$ cat config.mk
export PLATFORM = sky130hd
export DESIGN_NAME = cgl_top
export DESIGN_NICKNAME = d
export VERILOG_FILES = /design/src/cgl_pkg.sv /design/src/cgl_lut.sv /design/src/cgl_seq.sv /design/src/cgl_top.sv
export SDC_FILE = /design/constraint.sdc
export NUM_CORES = 1
export LEC_CHECK = 0
export ABC_CLOCK_PERIOD_IN_PS = 5850
export BUFFER_PORTS_ARGS = -buffer_cell sky130_fd_sc_hd__buf_2
export CAP_MARGIN = 20
export CORE_UTILIZATION = 35
export CTS_BUF_LIST = sky130_fd_sc_hd__clkbuf_16
export DETAILED_ROUTE_END_ITERATION = 8
export SLEW_MARGIN = 20
export SYNTH_ARGS = -nofsm -noshare
export SYNTH_HDL_FRONTEND = slang
export SYNTH_HIERARCHICAL = 1
export SYNTH_SLANG_ARGS = --single-unit
export TNS_END_PERCENT = 20
$ cat constraint.sdc
create_clock -name pclk -period 5.85 [get_ports pclk]
set_clock_uncertainty 0.1 [all_clocks]
set_input_delay 1.17 -clock pclk [delete_from_list [all_inputs] [get_ports pclk]]
set_output_delay 1.17 -clock pclk [all_outputs]
set_load 0.03 [all_outputs]
$ cat src/cgl_pkg.sv
// cgl_pkg: register map, field layout, codes and reset values for the
// glue-logic block.
// assumes a 32-bit apb slave with word-aligned registers.
package cgl_pkg;
  localparam int NUM_TABLES = 4;              // lookup tables
  localparam int NUM_PAIRS  = 2;              // sequential pairs
  localparam int ADDR_W     = 8;              // apb address width
  // register byte offsets
  localparam logic [7:0] OFF_CTRL    = 8'h00; // global enable
  localparam logic [7:0] OFF_SEQCTRL = 8'h04; // sequential modes
  localparam logic [7:0] OFF_TC0     = 8'h08; // table_control 0..3
  localparam logic [7:0] OFF_STATUS  = 8'h18; // live outputs
  // global control fields
  localparam int CTRL_ENABLE = 1;             // block enable bit
  localparam int SEQ_W       = 4;             // bits per pair field
  // table_control fields
  localparam int TC_ENABLE   = 1;             // table enable
  localparam int TC_FILT_LO  = 4;             // filter select, 2 bits
  localparam int TC_EDGE     = 7;             // edge detector enable
  localparam int TC_INSEL_LO = 8;             // 3 x 4-bit selects
  localparam int INSEL_W     = 4;             // width of one select
  localparam int TC_EVI      = 21;            // event_input_enable
  localparam int TC_EVO      = 22;            // event_output_enable
  localparam int TC_PINOE    = 23;            // pin output enable
  localparam int TC_TRUTH_LO = 24;            // 8-bit truth table
  localparam logic [31:0] TC_WMASK   = 32'hFFEF_FFB2; // writable bits
  localparam logic [31:0] SEQ_WMASK  = 32'h0000_0077; // writable bits
  localparam logic [31:0] RESET_WORD = 32'h0000_0000; // reset value
  // input select codes
  localparam logic [3:0] IN_MASK   = 4'h0;    // input masked, reads 0
  localparam logic [3:0] IN_NEXT   = 4'h1;    // next table output
  localparam logic [3:0] IN_EVENT  = 4'h2;    // event input
  localparam logic [3:0] IN_IO     = 4'h3;    // i/o pin
  localparam logic [3:0] IN_PERIPH = 4'h4;    // internal peripheral
  // output stage select
  localparam logic [1:0] FILT_NONE = 2'h0;    // combinatorial
  localparam logic [1:0] FILT_SYNC = 2'h1;    // synchronizer
  localparam logic [1:0] FILT_SPK  = 2'h2;    // spike filter
  // sequential modes
  localparam logic [2:0] SEQ_OFF = 3'h0;      // no sequential element
  localparam logic [2:0] SEQ_DFF = 3'h1;      // gated d flip-flop
  localparam logic [2:0] SEQ_JK  = 3'h2;      // jk flip-flop
  localparam logic [2:0] SEQ_DL  = 3'h3;      // gated d latch
  localparam logic [2:0] SEQ_RS  = 3'h4;      // rs latch
endpackage : cgl_pkg

$ cat src/cgl_lut.sv
// cgl_lut: one lookup table with its output stages.
// assumes inputs already selected and masked by the parent.
`timescale 1ns/1ns
`default_nettype none
module cgl_lut (
  input  wire logic       pclk,     // bus clock
  input  wire logic       presetn,  // async reset, low
  input  wire logic       ce,       // clock enable
  input  wire logic       enable,   // table enabled
  input  wire logic [1:0] filt_sel, // output stage select
  input  wire logic       edge_en,  // edge detector on
  input  wire logic [7:0] truth,    // truth table
  input  wire logic [2:0] lut_in,   // input 2 is msb
  output logic            lut_out   // registered result
);
  logic raw;      // truth table result
  logic s1_reg;   // synchronizer first stage
  logic s2_reg;   // synchronizer second stage
  logic s3_reg;   // delayed copy for filter
  logic filt_reg; // filtered value
  logic prev_reg; // last stage value for edges
  logic stage;    // selected stage value
  logic out_next; // next output

  // truth table lookup by input index
  assign raw = truth[lut_in];

  // synchronizer chain and filter sample
  always_ff @(posedge pclk or negedge presetn) begin
    if (!presetn) begin
      s1_reg <= 1'b0;
      s2_reg <= 1'b0;
      s3_reg <= 1'b0;
    end else if (ce) begin
      s1_reg <= raw;
      s2_reg <= s1_reg;
      s3_reg <= s2_reg;
    end
  end

  // filter passes a value only once two samples agree
  always_ff @(posedge pclk or negedge presetn) begin
    if (!presetn) filt_reg <= 1'b0;
    else if (ce && (s2_reg == s3_reg)) filt_reg <= s3_reg;
  end

  // stage select
  always_comb begin
    case (filt_sel)
      cgl_pkg::FILT_SYNC: stage = s2_reg;
      cgl_pkg::FILT_SPK:  stage = filt_reg;
      default:            stage = raw;
    endcase
    out_next = edge_en ? (stage & ~prev_reg) : stage;
  end

  // edge memory and output register
  always_ff @(posedge pclk or negedge presetn) begin
    if (!presetn) begin
      prev_reg <= 1'b0;
      lut_out  <= 1'b0;
    end else if (ce) begin
      prev_reg <= enable & stage;
      lut_out  <= enable & out_next;
    end
  end
endmodule : cgl_lut
`default_nettype wire

$ cat src/cgl_seq.sv
// cgl_seq: sequential element for one table pair.
// assumes even and odd inputs come from registered table outputs.
`timescale 1ns/1ns
`default_nettype none
module cgl_seq (
  input  wire logic       pclk,    // bus clock
  input  wire logic       presetn, // async reset, low
  input  wire logic       ce,      // clock enable
  input  wire logic [2:0] mode,    // sequential mode
  input  wire logic       even_en, // even table enabled
  input  wire logic       in_even, // d, j or s
  input  wire logic       in_odd,  // gate, k or r
  output logic            seq_out  // element output
);
  logic r_hold_reg; // r forced for one more cycle
  logic g_prev_reg; // gate history for flip-flop
  logic s_in;       // effective set
  logic r_in;       // effective reset
  logic is_rs;      // rs mode

  assign is_rs = (mode == cgl_pkg::SEQ_RS);
  // forced inputs while even table is off or just turned back on
  assign s_in = even_en & ~r_hold_reg & in_even;
  assign r_in = in_odd | ~even_en | r_hold_reg;

  // r hold runs while the even table is off and one cycle after it is re-enabled
  always_ff @(posedge pclk or negedge presetn) begin
    if (!presetn) r_hold_reg <= 1'b0;
    else if (ce) r_hold_reg <= is_rs & ~even_en;
  end

  // gate history for the edge-triggered flip-flop
  always_ff @(posedge pclk or negedge presetn) begin
    if (!presetn) g_prev_reg <= 1'b0;
    else if (ce) g_prev_reg <= in_odd;
  end

  // element update per mode
  always_ff @(posedge pclk or negedge presetn) begin
    if (!presetn) seq_out <= 1'b0;
    else if (ce) begin
      case (mode)
        cgl_pkg::SEQ_DFF: begin
          if (in_odd && !g_prev_reg) seq_out <= in_even;
        end
        cgl_pkg::SEQ_JK: begin
          case ({in_even, in_odd})
            2'b01:   seq_out <= 1'b0;
            2'b10:   seq_out <= 1'b1;
            2'b11:   seq_out <= ~seq_out;
            default: seq_out <= seq_out;
          endcase
        end
        cgl_pkg::SEQ_DL: begin
          if (in_odd) seq_out <= in_even;
        end
        cgl_pkg::SEQ_RS: begin
          if (!even_en) seq_out <= 1'b0;
          else if (s_in && !r_in) seq_out <= 1'b1;
          else if (!s_in && r_in) seq_out <= 1'b0;
        end
        default: seq_out <= 1'b0;
      endcase
    end
  end
endmodule : cgl_seq
`default_nettype wire

$ cat src/cgl_top.sv
// cgl_top: configurable glue logic with four lookup tables,
// two sequential pairs and an apb register slave.
// assumes apb master and all pin, event and peripheral inputs are
// synchronous to pclk.
//
// What this block does
// - each table: inputs, truth, filter, edge stages
// - each table input individually maskable
// - four independently programmable lookup tables
// - truth table realises any gate function
// - inputs from pins, events, peripherals, next table
// - optional synchronizer, spike filter, edge detector
// - table output drives pins and events
// - pairs 0/1 and 2/3 feed sequential element
// - modes: d flip-flop, jk, d latch, rs
// - d latch holds gate low, follows gate high
// - rs set from even, reset from odd
// - even table off clears latch, forces reset; rs mode only here, other modes just get a 0 even input
// - rs hold, clear, set; both high forbidden
// - event_output_enable gates output event
// - event_input_enable lets events feed tables
//
// Chosen here: register access over APB and the placing of the registers.
`timescale 1ns/1ns
`default_nettype none
module cgl_top #(
  parameter int NT = cgl_pkg::NUM_TABLES // table count, even
) (
  input  wire logic          pclk,      // bus clock
  input  wire logic          presetn,   // async reset, low
  input  wire logic          ce,        // clock enable
  input  wire logic          psel,      // apb select
  input  wire logic          penable,   // apb enable
  input  wire logic          pwrite,    // apb direction
  input  wire logic [7:0]    paddr,     // apb byte address
  input  wire logic [31:0]   pwdata,    // apb write data
  output logic      [31:0]   prdata,    // apb read data
  output logic               pready,    // apb ready
  output logic               pslverr,   // apb error
  input  wire logic [3*NT-1:0] io_in,   // pin inputs
  input  wire logic [NT-1:0] event_in,  // event inputs
  input  wire logic [3*NT-1:0] periph_in, // peripheral inputs
  output logic      [NT-1:0] pin_out,   // pin output values
  output logic      [NT-1:0] pin_oe,    // pin output enables
  output logic      [NT-1:0] table_output_event // event outputs
);
  localparam int NP = NT / 2; // pairs

  logic             glue_en_reg;             // global enable
  logic [2:0]       seq_mode_reg [NP];       // pair modes
  logic [31:0]      table_control_reg [NT];  // per-table control
  logic             rd_ready_reg;            // answer pending
  logic [NT-1:0]    lut_q;                   // table results
  logic [NT-1:0]    final_q;                 // after sequential
  logic [NP-1:0]    seq_q;                   // pair outputs
  logic [2:0]       lut_in [NT];             // selected inputs
  logic             access;                  // apb access phase
  logic             wr_take;                 // write completes
  logic [31:0]      rd_word;                 // read mux

  // one input bit from its select code
  function automatic logic pick_input(
    input logic [3:0] code,
    input logic       io_bit,
    input logic       ev_bit,
    input logic       pe_bit,
    input logic       nx_bit
  );
    logic v;
    v = 1'b0;
    case (code)
      cgl_pkg::IN_NEXT:   v = nx_bit;
      cgl_pkg::IN_EVENT:  v = ev_bit;
      cgl_pkg::IN_IO:     v = io_bit;
      cgl_pkg::IN_PERIPH: v = pe_bit;
      default:            v = 1'b0; // masked
    endcase
    return v;
  endfunction : pick_input

  // true when the address names a register
  function automatic logic mapped(input logic [7:0] a);
    logic m;
    m = (a == cgl_pkg::OFF_CTRL) || (a == cgl_pkg::OFF_SEQCTRL) ||
        (a == cgl_pkg::OFF_STATUS) ||
        ((a >= cgl_pkg::OFF_TC0) &&
         (a < cgl_pkg::OFF_TC0 + 8'(4 * NT)) && (a[1:0] == 2'b00));
    return m;
  endfunction : mapped

  // table index of a table_control address
  function automatic int tc_index(input logic [7:0] a);
    logic [7:0] d;
    d = a - cgl_pkg::OFF_TC0;
    return int'(d[7:2]);
  endfunction : tc_index

  assign access  = psel & penable;
  assign wr_take = access & rd_ready_reg & pwrite & mapped(paddr);

  // read mux
  always_comb begin
    rd_word = cgl_pkg::RESET_WORD;
    if (paddr == cgl_pkg::OFF_CTRL)
      rd_word[cgl_pkg::CTRL_ENABLE] = glue_en_reg;
    else if (paddr == cgl_pkg::OFF_SEQCTRL) begin
      for (int p = 0; p < NP; p++)
        rd_word[p*cgl_pkg::SEQ_W +: 3] = seq_mode_reg[p];
    end else if (paddr == cgl_pkg::OFF_STATUS)
      rd_word[NT-1:0] = final_q;
    else if (mapped(paddr))
      rd_word = table_control_reg[tc_index(paddr)];
  end

  // apb answer: one wait state, then ready for one cycle
  always_ff @(posedge pclk or negedge presetn) begin
    if (!presetn) begin
      rd_ready_reg <= 1'b0;
      pready       <= 1'b0;
      pslverr      <= 1'b0;
      prdata       <= cgl_pkg::RESET_WORD;
    end else if (ce) begin
      rd_ready_reg <= access & ~rd_ready_reg;
      pready       <= access & ~rd_ready_reg;
      pslverr      <= access & ~rd_ready_reg & ~mapped(paddr);
      if (access && !rd_ready_reg && !pwrite)
        prdata <= rd_word; // read data held until next read
    end
  end

  // global enable register
  always_ff @(posedge pclk or negedge presetn) begin
    if (!presetn) glue_en_reg <= 1'b0;
    else if (ce && wr_take && paddr == cgl_pkg::OFF_CTRL)
      glue_en_reg <= pwdata[cgl_pkg::CTRL_ENABLE];
  end

  // sequential mode registers
  always_ff @(posedge pclk or negedge presetn) begin
    if (!presetn) begin
      for (int p = 0; p < NP; p++) seq_mode_reg[p] <= 3'h0;
    end else if (ce && wr_take && paddr == cgl_pkg::OFF_SEQCTRL) begin
      for (int p = 0; p < NP; p++)
        seq_mode_reg[p] <= pwdata[p*cgl_pkg::SEQ_W +: 3];
    end
  end

  // table_control registers, writable bits only
  always_ff @(posedge pclk or negedge presetn) begin
    if (!presetn) begin
      for (int t = 0; t < NT; t++)
        table_control_reg[t] <= cgl_pkg::RESET_WORD;
    end else if (ce && wr_take && paddr >= cgl_pkg::OFF_TC0 &&
                 paddr != cgl_pkg::OFF_STATUS &&
                 paddr != cgl_pkg::OFF_SEQCTRL) begin
      table_control_reg[tc_index(paddr)] <=
        pwdata & cgl_pkg::TC_WMASK;
    end
  end

  // per-table input selection and lookup table
  for (genvar t = 0; t < NT; t++) begin : g_tab
    logic [31:0] tc;  // this table's control
    logic        en;  // effective enable
    logic        ev;  // event input after enable
    assign tc = table_control_reg[t];
    assign en = glue_en_reg & tc[cgl_pkg::TC_ENABLE];
    assign ev = event_in[t] & tc[cgl_pkg::TC_EVI];

    // three inputs, each with its own select and mask
    for (genvar k = 0; k < 3; k++) begin : g_in
      localparam int LO = cgl_pkg::TC_INSEL_LO + k*cgl_pkg::INSEL_W;
      assign lut_in[t][k] = pick_input(
        tc[LO +: cgl_pkg::INSEL_W], io_in[3*t+k], ev,
        periph_in[3*t+k], final_q[(t+1) % NT]);
    end

    cgl_lut u_lut (
      .pclk     (pclk),
      .presetn  (presetn),
      .ce       (ce),
      .enable   (en),
      .filt_sel (tc[cgl_pkg::TC_FILT_LO +: 2]),
      .edge_en  (tc[cgl_pkg::TC_EDGE]),
      .truth    (tc[cgl_pkg::TC_TRUTH_LO +: 8]),
      .lut_in   (lut_in[t]),
      .lut_out  (lut_q[t])
    );

  end

  // sequential element per adjacent pair
  for (genvar p = 0; p < NP; p++) begin : g_pair
    logic even_en; // even table effective enable
    assign even_en = glue_en_reg &
                     table_control_reg[2*p][cgl_pkg::TC_ENABLE];
    cgl_seq u_seq (
      .pclk    (pclk),
      .presetn (presetn),
      .ce      (ce),
      .mode    (seq_mode_reg[p]),
      .even_en (even_en),
      .in_even (lut_q[2*p]),
      .in_odd  (lut_q[2*p+1]),
      .seq_out (seq_q[p])
    );
    // sequential output replaces the even table output
    assign final_q[2*p] = (seq_mode_reg[p] == cgl_pkg::SEQ_OFF) ?
                          lut_q[2*p] : seq_q[p];
    assign final_q[2*p+1] = lut_q[2*p+1];
  end

  // pin and event output registers
  always_ff @(posedge pclk or negedge presetn) begin
    if (!presetn) begin
      pin_out            <= '0;
      pin_oe             <= '0;
      table_output_event <= '0;
    end else if (ce) begin
      for (int t = 0; t < NT; t++) begin
        pin_out[t] <= final_q[t];
        pin_oe[t]  <= glue_en_reg & table_control_reg[t][cgl_pkg::TC_PINOE];
        table_output_event[t] <= final_q[t] &
          table_control_reg[t][cgl_pkg::TC_EVO];
      end
    end
  end
endmodule : cgl_top
`default_nettype wire

Word level (Yosys, flattened, before mapping)
Index checks and enable logic that the tools add are counted.
{"block": "totals", "register_bits": 211, "in_bits": 74}
{"block": "classes", "add_sub_neg": 1, "n_lt_le_gt_ge": 8, "n_eq_ne": 86, "n_mux": 60, "bitwise": 57, "reduce_logical": 39}
{"op": "bitwise mux 128 bit", "n": 1}
{"op": "2-to-1 mux 32 bit", "n": 4}
{"op": "equality test 4 x 2 -> 1 bit (second input constant)", "n": 24}
{"op": "binary-select mux 32 bit (select 2 bit)", "n": 1}
{"op": "demux 32 bit (select 2 bit)", "n": 1}
{"op": "case mux 1 bit (4 select lines)", "n": 14}
{"op": "equality test 4 x 1 -> 1 bit (second input constant)", "n": 12}
{"op": "equality test 4 x 3 -> 1 bit (second input constant)", "n": 12}
{"op": "bitwise AND 1 bit", "n": 40}
{"op": "greater-or-equal comparator 32 x 3 -> 1 bit (second input constant)", "n": 1}
{"op": "less-than comparator 32 x 1 -> 1 bit (second input constant)", "n": 1}
{"op": "NOT 6 -> 32 bit", "n": 1}
{"op": "2-to-1 mux 30 bit", "n": 1}
{"op": "2-to-1 mux 28 bit", "n": 1}
{"op": "2-to-1 mux 25 bit", "n": 1}
{"op": "2-to-1 mux 1 bit", "n": 23}
{"op": "logical AND 1 bit", "n": 21}
{"op": "equality test 2 bit (second input constant)", "n": 8}
{"op": "less-than comparator 3 x 4 -> 1 bit (second input constant)", "n": 4}
{"op": "binary-select mux 1 bit (select 3 bit)", "n": 4}
{"op": "equality test 2 x 1 -> 1 bit (second input constant)", "n": 6}
{"op": "equality test 3 x 2 -> 1 bit (second input constant)", "n": 4}
{"op": "NOT 1 bit", "n": 12}
{"op": "AND reduction 5 bit", "n": 2}
{"op": "other kinds (25)", "n": 52}

Longest topological paths before layout
{"block": "logic_depth", "word_depth": 9, "mapped_depth": 8, "depth_no_buf": 7}

Cells and area by module
The synthesis kept the hierarchy.
{"module": "cgl_top", "instances": 1, "cells_each": 612, "area_each_um2": 7846.3}
{"module": "cgl_lut", "instances": 4, "cells_each": 33, "area_each_um2": 372.9}
{"module": "cgl_seq", "instances": 2, "cells_each": 26, "area_each_um2": 225.2}

Worst setup path before layout
No wires, ideal clock.
{"block": "synth_path", "kind": "input-to-reg", "startpoint": "in paddr[3]", "endpoint": "reg table_control_reg, in the netlist g_tab[0].tc[11]", "setup_time_ns": 0.125, "t_arrival_ns": 3.341, "t_required_ns": 5.625, "setup_slack_ns": 2.284, "stages": 7, "cell_sequence": "buf_2 -> inv_1 -> ha_1 -> o41ai_2 -> nand4_4 -> buf_6 -> mux2_4"}
{"block": "synth_between", "elab_chain_len": 9, "word_cells_on_any_way": 25, "classes_between": "1 x add/sub; 4 x order compare; 4 x eq/ne; 3 x mux; 2 x bitwise; 11 x reduce/logical"}
{"item": "from (decl)", "line": "cgl_top.sv:35", "rtl": "input wire logic [7:0] paddr,"}
{"item": "parallel branches: the longest is 9 deep, another holds greater-or-equal comparator 32 x 3 -> 1 bit"}
{"item": "to (signal, indexed assignment)", "line": "cgl_top.sv:152", "rtl": "table_control_reg[t] <= cgl_pkg::RESET_WORD;"}
{"item": "to (signal, indexed assignment)", "line": "cgl_top.sv:156", "rtl": "table_control_reg[tc_index(paddr)] <="}
{"item": "to (decl)", "line": "cgl_top.sv:51", "rtl": "logic [31:0] table_control_reg [NT];"}
Several ways; the timed one is not identified.
A chain may end at the register's enable or synchronous reset.

Worst setup path after layout
{"block": "layout_path", "startpoint": "in paddr[3]", "endpoint": "reg table_control_reg, in the netlist g_tab[2].tc[19]"}
Same word-level chain as after synthesis.

==> metrics.md <==
| Metric | Value |
|---|---|
| Root Buffer | clkbuf_16 |
| Latest clock arrival within the worst-skew pair | 0.43 ns |
| Cell Area, Synth | 9790 sq um |
| Relative max-transition margin | 34.2% |
| Clock-pin slew on the worst setup and hold paths | 0.07 ns |
| Final setup violation count | 0 |
| # resized after CTS | 0 |
| Sum of routed wire length over all layers | 25500 microns |
| Full die area | 28600 sq um |
| Average wire per standard cell | 19.8 microns |
| Via count | 6750 |
| Instance count of the mapped netlist | 796 |
| TNS Setup | 0 ns |
| Max-cap violations | 0 |
| Maximum count of clock buffers along a single path | 2 |
| Post-synth top area share | 48.6% |
| Setup repair after global routing missed its margin | false |
| Largest stage delay, worst path | 0.91 ns |
| Switch Pwr | 0.637 mW |
| Number of H-tree branching levels | 4 |
| Final clock period utilization by the worst path | 69.9% |
| Average vias per placed instance | 5.23 |
| Result of the run | finished, final reports clean |
| Critical path start-end classification | in2reg |
| DR pass1 iterations | 4 |
| Number of DRC markers after the initial detailed-route iteration | 457 |
| Power density over the cells | 231 nW/um^2 |
| Post-synth EDFFs | 0 |
| Leakage power summed over all cells | 5.35 nW |
| Proportion of synthesized chip area in sequential cells | 48.6% |
| Critical Path Sink Type | register |
| Total global-route track usage | 18.7% |
| Final max-slew violation count | 0 |
| Clock tree from TritonCTS | done |
| Least-Margin Pin Slew | 0.976 ns |
| Starting density of the core | 36.0% |
| Max Clock Freq | 245 MHz |
| Maximum number of pins on one net before global-route repair | 118 |
| Routability cong. | 0.777 |
| Max FFs per register | 108 |
| Share of power burned in the clock network | 42.6% |
| Comb pwr share | 5.9% |
| Post-synthesis to final-layout area growth | 15.1% |
| Switching share of power | 24.5% |
| Ports | 120 |
| Wire length of the first global-routing pass | 40200 microns |
| Critical-path cell with the highest stage delay | nand4_4 |
| Initial antenna violation count | 1 |
| PortBufs | 116 |
| Post-detailed-placement cell area | 10700 sq um |
| Pre-CTS WS | 1.32 ns |
| Overall power of the completed layout | 2.60 mW |
| Per-instance average area after synthesis | 12.3 sq um |
| Synthesized Nets | 881 |
| Final HPWL DP | 17800 microns |
| Post-route ant nets | 0 |
| Worst Path Arrival | 4.30 ns |
| Floorplan die width | 169 microns |
| Fraction of final layout cells with drive strength greater than 1 | 34.9% |
| Cell Int Power | 1.97 mW |
| Count of synthesis-stage warnings from yosys | 6 |
| Crit path time final | 4.09 ns |
| Distinct cell type count of the synthesized netlist | 54 |
| Synth area leader | dfrtp_1 |
| Area of all placed cells without fillers | 11300 sq um |
| Hold Path Class | reg2reg |
| Top flip-flop cell by instance count after synthesis | dfrtp_1 |
| Site Rows | 60 |
| Proportion of register bits with asynchronous set or reset after synthesis | 100% |
| Part of the total power dissipated in sequential elements | 51.5% |
| Highest ir drop seen on vdd | 203 uV |
| Clk sinks | 190 |
| Post-CTS setup repair buffer count | 0 |
| Number of buffers inserted for hold repair after clock tree synthesis | 0 |
| Largest cells by area after synthesis | dfrtp_1 (49%), mux2_4 (9.2%), mux2_2 (7.9%), mux4_2 (5.5%), o21ai_0 (2.5%) |
| Die height | 169 microns |
| Reg2Reg Setup Slack | 2.28 ns |
| Worst hold slack after final layout | 0.373 ns |
| Number of buffers inserted during clock tree synthesis | 17 |
| Critical path data required time | 6.06 ns |
| Worst-case setup margin in the final layout | 1.76 ns |
| Startpoint kind of the worst setup timing path | input pin |
| Global-route congestion overflow total | 0 |
| Final #Nets | 989 |
| CP Max Fanout | 27 |
| Core ar. | 27200 sq um |
| Via count of the first global-routing pass | 6843 |
| Final Hold Vio Count | 0 |
| Series of cell instances along the critical path | buf_2 > inv_1 > ha_1 > o41ai_2 > nand4_4 > mux2_4 |
| Synth Register Bits | 190 |
| DR DRC count | 0 |
==> layer usage <==
metal  vias to the layer above  routed length [microns]  global-route usage, %
li1                       3120                        -                      -
met1                      3478                    12500                   26.8
met2                       132                    11900                   29.2
met3                        20                      842                   3.31
met4                         0                      265                   4.43
met5                         -                        0                      0
==> logic make-up (layout without fill, tap and decap cells) <==
family	count (synthesis)	count (layout)	synth area share, %
mux	176	176	26.3
other cells	1	2	0.0383
compound gates	144	144	9.15
buf+inv	95	216	4.19
simple gates	178	178	10.2
fa+ha+maj	11	11	1.41
xor+xnor	1	1	0.0895
flops	190	190	48.6
==> final timing paths <==
path	start	end	cells past startpoint
hold / removal	prdata[8]$_DFFE_PN0P_	prdata[8]$_DFFE_PN0P_	2
hold reg to reg	prdata[8]$_DFFE_PN0P_	prdata[8]$_DFFE_PN0P_	2
setup / recovery	paddr[3]	g_tab[2].tc[19]$_DFFE_PN0P_	6
min in group asynchronous	presetn	pin_out[2]$_DFFE_PN0P_	1
setup reg to reg	seq_mode_reg[2]$_DFFE_PN0P_	g_tab[1].u_lut/s1_reg$_DFFE_PN0P_	7
max in group asynchronous	presetn	g_tab[3].tc[30]$_DFFE_PN0P_	2
==> per-stage QoR <==
step	utilization, %	cells
3_3_place_gp	39.4	1257
5_1_grt	41.4	1289
4_1_cts	41.4	1289
2_1_floorplan	-	796
3_5_place_dp	39.4	1257
6_report	41.5	1290
==> worst max-delay path, delay by kind of cell <==
family / cells / cell delay [ns]
adders and majority gates: 1 / 0.26
AOI/OAI and AO/OA: 1 / 0.89
muxes: 1 / 0.57
buffers and inverters: 2 / 0.48
and+or+nand+nor: 1 / 0.91
==> area by class of cell <==
class / count / area (sq um)
antenna: 1 / 2.50
multi-input combinational: 511 / 4620
inverter: 62 / 233
sequential: 190 / 4750
clock inverter: 15 / 126
timing repair buffer: 122 / 634
tap: 372 / 465
fill: 2634 / 15900
clock buffer: 17 / 425
==> cell usage after synthesis, types with 3 or more instances <==
master,instances
a21oi_1,37
a221o_1,4
a31oi_1,15
a41oi_1,6
and2_1,6
and3_1,5
buf_1,4
buf_2,4
buf_6,6
clkbuf_1,18
dfrtp_1,190
ha_1,11
inv_1,62
mux2_2,69
mux2_4,60
mux2i_1,15
mux4_1,8
mux4_2,24
nand2_1,45
nand2b_1,11
nand3_1,15
nand4_1,8
nand4_4,4
nand4b_1,7
nor2_1,38
nor2b_1,7
nor3_1,11
nor3b_1,8
o211ai_1,5
o21a_1,6
o21ai_0,49
o22ai_1,3
o2bb2ai_1,3
==> placed cells by master, fill, tap and decap left out, types with 6 or more instances in the layout <==
| cell | n |
|---|---|
| ha_1 | 11 |
| nand4b_1 | 7 |
| nand3_1 | 15 |
| nor3_1 | 11 |
| a41oi_1 | 6 |
| mux2_2 | 69 |
| and2_1 | 6 |
| buf_4 | 6 |
| o21ai_0 | 49 |
| nand4_1 | 8 |
| nor2b_1 | 7 |
| o21a_1 | 6 |
| mux2i_1 | 15 |
| clkbuf_16 | 17 |
| nor2_1 | 38 |
| a21oi_1 | 37 |
| buf_2 | 115 |
| a31oi_1 | 15 |
| nor3b_1 | 8 |
| mux4_2 | 24 |
| mux2_4 | 60 |
| mux4_1 | 8 |
| nand2_1 | 45 |
| dfrtp_1 | 190 |
| nand2b_1 | 11 |
| inv_1 | 64 |
==> power by group through the flow <==
| stage | Combinational, mW | Clock [mW] | Sequential, mW |
|---|---|---|---|
| after detailed placement | 0.155 | 0 | 1.37 |
| final | 0.152 | 1.11 | 1.34 |
| after floorplan | 0.0656 | 0 | 1.37 |
| after global routing | 0.170 | 1.19 | 1.34 |
| after CTS | 0.156 | 1.14 | 1.34 |
| after global placement | 0.153 | 0 | 1.37 |
Power figures use the tool's default switching activity.
